===== src/cffr_pkg.sv =====
// ---------------------------------------------------------------
// Flag layout, timing and reset values
// ---------------------------------------------------------------
package cffr_pkg;

    localparam int STAT_W = 12;
    localparam int FLAG_W = 15;
    localparam int MISC_W = 4;

    // Flag bit positions
    localparam int FLG_WARM = 0;
    localparam int FLG_HOT = 1;
    localparam int FLG_ADC_READY = 2;
    localparam int FLG_CMP_ONE = 3;
    localparam int FLG_CMP_TWO = 4;
    localparam int FLG_CMP_THREE = 5;
    localparam int FLG_CAP_ACTIVE = 6;
    localparam int FLG_TH_OPEN = 7;
    localparam int FLG_WDOG = 8;
    localparam int FLG_TIMER = 9;
    localparam int FLG_OCP = 10;
    localparam int FLG_CAP_PIN_OPEN = 11;
    localparam int FLG_WAKE_ONE = 12;
    localparam int FLG_WAKE_TWO = 13;
    localparam int FLG_RESET_WARN = 14;

    // Positions in the miscellaneous input group
    localparam int MSC_BUTTON_N = 0;
    localparam int MSC_VIN = 1;
    localparam int MSC_CE_N = 2;
    localparam int MSC_DIE_OT = 3;

    // Clock and times
    localparam int CLK_PERIOD_NS = 8;
    localparam int INT_PULSE_NS = 128000;
    localparam int INT_PULSE_CYC = INT_PULSE_NS / CLK_PERIOD_NS;
    localparam int FIRST_WAKE_US = 1000;
    localparam int SECOND_WAKE_US = 2000;
    localparam int RESET_WARN_US = 4000;
    localparam int FIRST_WAKE_CYC = FIRST_WAKE_US * 1000 / CLK_PERIOD_NS;
    localparam int SECOND_WAKE_CYC = SECOND_WAKE_US * 1000 / CLK_PERIOD_NS;
    localparam int RESET_WARN_CYC = RESET_WARN_US * 1000 / CLK_PERIOD_NS;
    localparam int CNT_W = 24;

    // Reset values
    localparam logic [FLAG_W-1:0] FLAGS_RST = 15'h0000;
    localparam logic [CNT_W-1:0] CNT_RST = 24'h000000;
    // Idle pin levels: button released, input valid, enable low, die cool.
    // A missing input at reset only shows as a harmless toggle.
    localparam logic [MISC_W-1:0] MISC_RST = 4'h3;

endpackage : cffr_pkg


===== src/cffr_flag_response.sv =====
`timescale 1ns/1ns
module cffr_flag_response
    import cffr_pkg::*;
#(
    parameter int INT_PULSE = INT_PULSE_CYC,
    parameter int FIRST_WAKE = FIRST_WAKE_CYC,
    parameter int SECOND_WAKE = SECOND_WAKE_CYC,
    parameter int RESET_WARN = RESET_WARN_CYC
) (
    // Clock and reset
    input wire logic clk_sys,
    input wire logic sys_rst,
    // Raw status bits from the analog and timer blocks
    input wire logic [STAT_W-1:0] statusRaw,
    // Pins and supplies
    input wire logic manualResetButtonN,
    input wire logic vinValid,
    input wire logic chargeEnablePinN,
    input wire logic dieOvertempShutdown,
    // Serial bus side
    input wire logic hostReadClear,
    input wire logic regulatorEnableReq,
    // Flags and interrupt
    output logic [FLAG_W-1:0] flags,
    output logic intN,
    // Response controls
    output logic chargeEnable,
    output logic vregReduced,
    output logic safetyTimerRun,
    output logic safetyTimerReset,
    output logic regulatorEnable,
    output logic systemRailEnable,
    output logic systemRailFromInput
);

    // ---------------------------------------------------------------
    // Input synchronisation
    // ---------------------------------------------------------------
    logic [STAT_W-1:0] statLvl, statRise;
    logic [MISC_W-1:0] miscRaw, miscLvl, miscRise, miscFall;

    assign miscRaw = {dieOvertempShutdown, chargeEnablePinN, vinValid,
                      manualResetButtonN};

    cffr_sync_edge #(.W(STAT_W)) uStat (
        .clk_sys(clk_sys),
        .sys_rst(sys_rst),
        .rawIn(statusRaw),
        .level(statLvl),
        .rise(statRise),
        .fall()
    );

    cffr_sync_edge #(.W(MISC_W), .RST_VAL(MISC_RST)) uMisc (
        .clk_sys(clk_sys),
        .sys_rst(sys_rst),
        .rawIn(miscRaw),
        .level(miscLvl),
        .rise(miscRise),
        .fall(miscFall)
    );

    logic buttonHeld, vinOk, ceActive, dieHot, supplyToggle;
    assign buttonHeld = ~miscLvl[MSC_BUTTON_N];
    assign vinOk = miscLvl[MSC_VIN];
    assign ceActive = ~miscLvl[MSC_CE_N];
    assign dieHot = miscLvl[MSC_DIE_OT];
    // Either edge of supply or enable pin counts as a toggle
    assign supplyToggle = miscRise[MSC_VIN] | miscFall[MSC_VIN] |
                          miscRise[MSC_CE_N] | miscFall[MSC_CE_N];

    // ---------------------------------------------------------------
    // Button hold timer
    // ---------------------------------------------------------------
    localparam logic [CNT_W-1:0] WAKE1_C = CNT_W'(FIRST_WAKE);
    localparam logic [CNT_W-1:0] WAKE2_C = CNT_W'(SECOND_WAKE);
    localparam logic [CNT_W-1:0] WARN_C = CNT_W'(RESET_WARN);

    logic [CNT_W-1:0] holdCnt_q, holdCnt_d;
    logic [2:0] btnStat_q, btnStat_d;
    logic [2:0] btnRise;

    always_comb begin
        holdCnt_d = holdCnt_q;
        if (!buttonHeld) begin
            holdCnt_d = CNT_RST;
        end else if (holdCnt_q < WARN_C) begin
            // Saturates so a long press gives one edge per threshold
            holdCnt_d = holdCnt_q + 24'h000001;
        end
        btnStat_d[0] = buttonHeld && (holdCnt_q >= WAKE1_C);
        btnStat_d[1] = buttonHeld && (holdCnt_q >= WAKE2_C);
        btnStat_d[2] = buttonHeld && (holdCnt_q >= WARN_C);
    end

    always_ff @(posedge clk_sys) begin
        if (sys_rst) begin
            holdCnt_q <= CNT_RST;
            btnStat_q <= 3'h0;
        end else begin
            holdCnt_q <= holdCnt_d;
            btnStat_q <= btnStat_d;
        end
    end

    assign btnRise = btnStat_d & ~btnStat_q;

    // ---------------------------------------------------------------
    // Flag latches
    // ---------------------------------------------------------------
    logic [FLAG_W-1:0] flags_q, flags_d;
    logic [FLAG_W-1:0] setVec, clrVec;
    logic capPinFault_q, capPinFault_d;
    logic anyRise;

    // Rising edges only; falling edges set nothing
    assign setVec = {btnRise, statRise};
    assign anyRise = |setVec;

    always_comb begin
        clrVec = '0;
        if (hostReadClear) begin
            clrVec = ~(FLAG_W'(1) << FLG_TIMER);
        end
        if (supplyToggle) begin
            clrVec[FLG_TIMER] = 1'b1;
        end
        // Set wins over a clear in the same cycle
        flags_d = (flags_q & ~clrVec) | setVec;
        // Only a power-on reset releases the cap pin fault
        capPinFault_d = capPinFault_q | statRise[FLG_CAP_PIN_OPEN];
    end

    always_ff @(posedge clk_sys) begin
        if (sys_rst) begin
            flags_q <= FLAGS_RST;
            capPinFault_q <= 1'b0;
        end else begin
            flags_q <= flags_d;
            capPinFault_q <= capPinFault_d;
        end
    end

    // ---------------------------------------------------------------
    // Interrupt pulse
    // ---------------------------------------------------------------
    localparam logic [CNT_W-1:0] PULSE_C = CNT_W'(INT_PULSE);

    logic [CNT_W-1:0] pulseCnt_q, pulseCnt_d;
    logic intN_q, intN_d;

    always_comb begin
        pulseCnt_d = pulseCnt_q;
        if (anyRise) begin
            // A new event restarts the pulse rather than queueing
            pulseCnt_d = PULSE_C;
        end else if (pulseCnt_q != CNT_RST) begin
            pulseCnt_d = pulseCnt_q - 24'h000001;
        end
        intN_d = (pulseCnt_d == CNT_RST);
    end

    always_ff @(posedge clk_sys) begin
        if (sys_rst) begin
            pulseCnt_q <= CNT_RST;
            intN_q <= 1'b1;
        end else begin
            pulseCnt_q <= pulseCnt_d;
            intN_q <= intN_d;
        end
    end

    // ---------------------------------------------------------------
    // Fault response
    // ---------------------------------------------------------------
    logic chargeEn_q, chargeEn_d;
    logic vregRed_q, vregRed_d;
    logic timerRun_q, timerRun_d;
    logic timerRst_q, timerRst_d;
    logic regEn_q, regEn_d;
    logic railEn_q, railEn_d;
    logic railIn_q, railIn_d;
    logic pauseZone;

    assign pauseZone = statLvl[FLG_HOT] | statLvl[FLG_TH_OPEN];

    always_comb begin
        chargeEn_d = ceActive && !pauseZone && !flags_q[FLG_TIMER] &&
                     !capPinFault_q && !dieHot;
        vregRed_d = statLvl[FLG_WARM];
        timerRun_d = ceActive && !pauseZone &&
                     !flags_q[FLG_TIMER] && !capPinFault_q && !dieHot;
        // One-cycle timer reset once the fault flag has dropped
        timerRst_d = flags_q[FLG_TIMER] && !flags_d[FLG_TIMER];
        // Overcurrent leaves the regulator to the host
        regEn_d = regulatorEnableReq && !dieHot;
        railEn_d = !dieHot;
        railIn_d = vinOk && (statLvl[FLG_WARM] || statLvl[FLG_HOT] ||
                   flags_q[FLG_TIMER]);
    end

    always_ff @(posedge clk_sys) begin
        if (sys_rst) begin
            chargeEn_q <= 1'b0;
            vregRed_q <= 1'b0;
            timerRun_q <= 1'b0;
            timerRst_q <= 1'b0;
            regEn_q <= 1'b0;
            railEn_q <= 1'b0;
            railIn_q <= 1'b0;
        end else begin
            chargeEn_q <= chargeEn_d;
            vregRed_q <= vregRed_d;
            timerRun_q <= timerRun_d;
            timerRst_q <= timerRst_d;
            regEn_q <= regEn_d;
            railEn_q <= railEn_d;
            railIn_q <= railIn_d;
        end
    end

    assign flags = flags_q;
    assign intN = intN_q;
    assign chargeEnable = chargeEn_q;
    assign vregReduced = vregRed_q;
    assign safetyTimerRun = timerRun_q;
    assign safetyTimerReset = timerRst_q;
    assign regulatorEnable = regEn_q;
    assign systemRailEnable = railEn_q;
    assign systemRailFromInput = railIn_q;
endmodule : cffr_flag_response


===== src/cffr_sync_edge.sv =====
`timescale 1ns/1ns
module cffr_sync_edge #(
    parameter int W = 1,
    // Reset to the idle level so no false edge follows reset
    parameter logic [W-1:0] RST_VAL = '0
) (
    // Clock and reset
    input wire logic clk_sys,
    input wire logic sys_rst,
    // Raw asynchronous inputs
    input wire logic [W-1:0] rawIn,
    // Synchronised level and edges
    output logic [W-1:0] level,
    output logic [W-1:0] rise,
    output logic [W-1:0] fall
);

    logic [W-1:0] meta_q, meta_d;
    logic [W-1:0] sync_q, sync_d;
    logic [W-1:0] prev_q, prev_d;

    // First stage is read only by the second
    always_comb begin
        meta_d = rawIn;
        sync_d = meta_q;
        prev_d = sync_q;
    end

    always_ff @(posedge clk_sys) begin
        if (sys_rst) begin
            meta_q <= RST_VAL;
            sync_q <= RST_VAL;
            prev_q <= RST_VAL;
        end else begin
            meta_q <= meta_d;
            sync_q <= sync_d;
            prev_q <= prev_d;
        end
    end

    assign level = sync_q;
    assign rise = sync_q & ~prev_q;
    assign fall = ~sync_q & prev_q;

endmodule : cffr_sync_edge

===== config.mk =====
export PLATFORM = sky130hd
export DESIGN_NAME = cffr_flag_response
export DESIGN_NICKNAME = d
export VERILOG_FILES = /design/src/cffr_pkg.sv /design/src/cffr_flag_response.sv /design/src/cffr_sync_edge.sv
export SDC_FILE = /design/constraint.sdc
export NUM_CORES = 1
export LEC_CHECK = 0
export ABC_AREA = 0
export BUFFER_PORTS_ARGS = -buffer_cell sky130_fd_sc_hd__buf_4
export CAP_MARGIN = 20
export CORE_ASPECT_RATIO = 0.75
export CORE_MARGIN = 1
export CORE_UTILIZATION = 60
export DETAILED_ROUTE_END_ITERATION = 10
export GPL_TIMING_DRIVEN = 0
export HOLD_SLACK_MARGIN = 0.15
export PLACE_DENSITY = 0.83
export SETUP_SLACK_MARGIN = 0.5
export SYNTH_ARGS = -nofsm -noshare
export SYNTH_HDL_FRONTEND = slang
export SYNTH_SLANG_ARGS = --single-unit

===== constraint.sdc =====
create_clock -name clk_sys -period 3.3 [get_ports clk_sys]
set_clock_uncertainty 0.2 [all_clocks]
set_input_delay 0.99 -clock clk_sys [delete_from_list [all_inputs] [get_ports clk_sys]]
set_output_delay 0.99 -clock clk_sys [all_outputs]
set_load 0.01 [all_outputs]

==> reports/metrics.cfg <==
[final_layout]
diodes=0
regArea_um2=2380
area_delta_synth_final_pct=21.5
layout_commonest_cell=dfxtp_1
fill_cells=490
drive_gt1_share_pct=17.8
final_cell_mix=dfxtp_1, nor2_1, buf_4, nor2b_1, nand2_1
multi_input_area_um2=2080
nets=580

[floorplan]
die_area_um2=8040
io_pins=43
initial_utilization_pct=62.3
die_w_um=103
die_h_um=77.9
core_um2=7400
rows=27

[detailed_routing]
m1WireLength_mm=4.34
wl_per_cell_um=14.3
drtIter0Drc=169
viasPerCell=5.41
vias=3627
routed_wl_mm=9.57
first_pass_iters=6
met3_length_um=457
ant_nets=0
post-route-drc-count=0
highest_layer=met4
met2_length_mm=4.51

[power_and_ir_drop]
ir_worst_vdd_uv=504
p_per_area_nw_per_um2=629
total_power_mw=3.52
p_leak_nw=2.20

[min_path]
whs_path_depth=1
holdPathEnd=systemRailEnable$_SDFF_PP0_
min-delay-path-class=reg -> reg
hold_start=uMisc.level[3]$_SDFF_PP0_

[sta]
max-slew-margin-rel_pct=64.0
tightest_slew_ps=535
min_period_over_period_pct=80.2
finalMaxSlewViolations=0
hold_viol=0
hold_slack_ps=207
setup_tns_ps=0
fmax_mhz=378
finalSetupViolations=0
rsz0062_at_grt=no
fin_crit_ps=2650

[yosys]
synth-seq-cells=119
syn_area_um2=4610
syn-instance-count=495
syn_nets=519
ys_warn_count=0
synth_cell_types=53
yosys_most_used_dff=dfxtp_1
syn_avg_cell_area_um2=9.32
async_flop_share_pct=0
seq_area_frac_synth_pct=51.7
synth_edf_count=0

[global_route]
track_usage_pct=26.5
grt_max_degree=17
grt_overflow=0
grt_pass1_wl_mm=15.9
antenna_found_initial=0
grt_pass1_vias=3440

[job]
max_cap_viol_count=0

[clock_tree]
ctsRootBufferMaster=clkbuf_8
clock_sinks=119
hold_buffers=0
post_cts_buffers=0
cts_tree=done
insertion_delay_ps=510
cts_buffer_depth=2
cts.clk_slew.worst_paths_ps=60
numCtsBuffers=17
cts_resized=0
cts-htree-levels=4

[worst_setup_path]
worst_path_max_delay_cell=o21ai_2
critPathArrivalTime_ps=2830
crit_path_max_fanout=6
crit_type=reg -> reg
reg2reg_slack_ps=650
worstPathCellList=inv_1 -> ha_1 -> nor3b_1 -> nand4_1 -> o21ai_2 -> and4bb_1 -> xnor2_1 -> and2_1 -> a41o_1
r2r.worst_path.cells=9
cp-end-kind=flop
timing.rr.end=intN$_SDFF_PP1_
required_ps=3490
critPathLaunchType=flop
rr_startpoint=pulseCnt_q[0]$_SDFF_PP0_
critPathMaxStageDelay_ps=360

[place]
hpwl_mm=6.40
place_congestion=0.906
port-buffer-count=42

[outcome]
status=finished, final reports clean

flip-flops by register name, indices dropped and copies added, names as in the netlist:
name	count
uStat.meta_q	12
capPinFault_q	1
uMisc.meta_q	4
uStat.level	12
systemRailEnable	1
btnStat_q	3
uStat.prev_q	12
systemRailFromInput	1
holdCnt_q	24
safetyTimerRun	1
uMisc.level	4
flags	15
pulseCnt_q	24
intN	1
safetyTimerReset	1
regulatorEnable	1
uMisc.prev_q	2
final cells by class:
class	instances	area share [%]
inverter	7	0.469
tap	101	2.25
timing repair buffer	42	5.62
buffer	25	2.23
clock buffer	19	7.70
multi-input combinational	344	37.1
sequential	119	42.5
clock inverter	13	2.14
cell families after synthesis:
family | after synthesis | share of synthesized area [%]
buffers and inverters | 32 | 3.28
AOI/OAI and AO/OA | 57 | 7.68
adders and majority gates | 4 | 1.09
muxes | 1 | 0.217
DFF | 119 | 51.7
xor gates and xnor gates | 32 | 6.08
and+or+nand+nor | 250 | 30.0
metal layers:
| metal | global-route usage [%] | up-vias |
|---|---|---|
| li1 | - | 1809 |
| met1 | 33.4 | 1699 |
| met2 | 41.7 | 96 |
| met3 | 6.13 | 23 |
| met4 | 14.8 | 0 |
| met5 | 0 | - |
cells in the mapped netlist (2+ instances only):
library cell | instances | area (µm²)
buf_6 | 2 | 22.5
nor2_1 | 57 | 214
nand2_1 | 34 | 128
ha_1 | 4 | 50.1
or2_1 | 2 | 12.5
nand3_1 | 13 | 65.1
nor2b_1 | 42 | 263
nor4_2 | 2 | 25.0
and2_1 | 8 | 50.1
buf_2 | 4 | 20.0
clkbuf_1 | 15 | 56.3
o41ai_1 | 2 | 17.5
xnor2_1 | 18 | 158
or3_1 | 7 | 43.8
inv_1 | 7 | 26.3
and4_1 | 2 | 17.5
nor3_1 | 18 | 90.1
xor2_1 | 14 | 123
nand4_1 | 11 | 68.8
nand2b_1 | 18 | 113
o21ai_0 | 7 | 35.0
nor3_2 | 4 | 40.0
nor4_1 | 6 | 37.5
a21oi_1 | 33 | 165
dfxtp_1 | 119 | 2380
nand4b_1 | 2 | 17.5
a211oi_1 | 2 | 15.0
a31oi_1 | 3 | 18.8
buf_4 | 3 | 22.5
or2_2 | 5 | 31.3
nor3b_1 | 3 | 22.5
and3_1 | 7 | 43.8
critical path: cells and delay by family (launching register included):
family                     cells  cell delay (ps)
DFF                            1              350
buffers and inverters          1               90
and+or+nand+nor                4             1020
AOI/OAI and AO/OA              2              590
adders and majority gates      1              150
xor gates and xnor gates       1              140
worst max path at each step:
stage	startpoint	end	depth (start not counted)
global route	pulseCnt_q[0]$_SDFF_PP0_	intN$_SDFF_PP1_	9
finish	pulseCnt_q[0]$_SDFF_PP0_	intN$_SDFF_PP1_	9
detailed placement	pulseCnt_q[0]$_SDFF_PP0_	intN$_SDFF_PP1_	9
CTS	pulseCnt_q[0]$_SDFF_PP0_	intN$_SDFF_PP1_	9
global placement	pulseCnt_q[0]$_SDFF_PP0_	intN$_SDFF_PP1_	9
floorplan	pulseCnt_q[0]$_SDFF_PP0_	intN$_SDFF_PP1_	9
report_power, final:
group	leakage [nW]	internal [mW]	switching (mW)
logic	0.958	0.135	0.173
clock network	0.265	1.02	0.668
registers	0.973	1.49	0.0376
metrics by stage:
stage               setup WS [ps]  area (µm²)  std cells  util [%]
floorplan                    1080        4610        495         -
global placement              767        5050        638      68.3
detailed placement            752        5050        638      68.3
CTS                           725        5610        670      75.8
global route                  511        5610        670      75.8
finish                        655        5610        670      75.8
No activity file was read; power rests on OpenSTA's default activity.
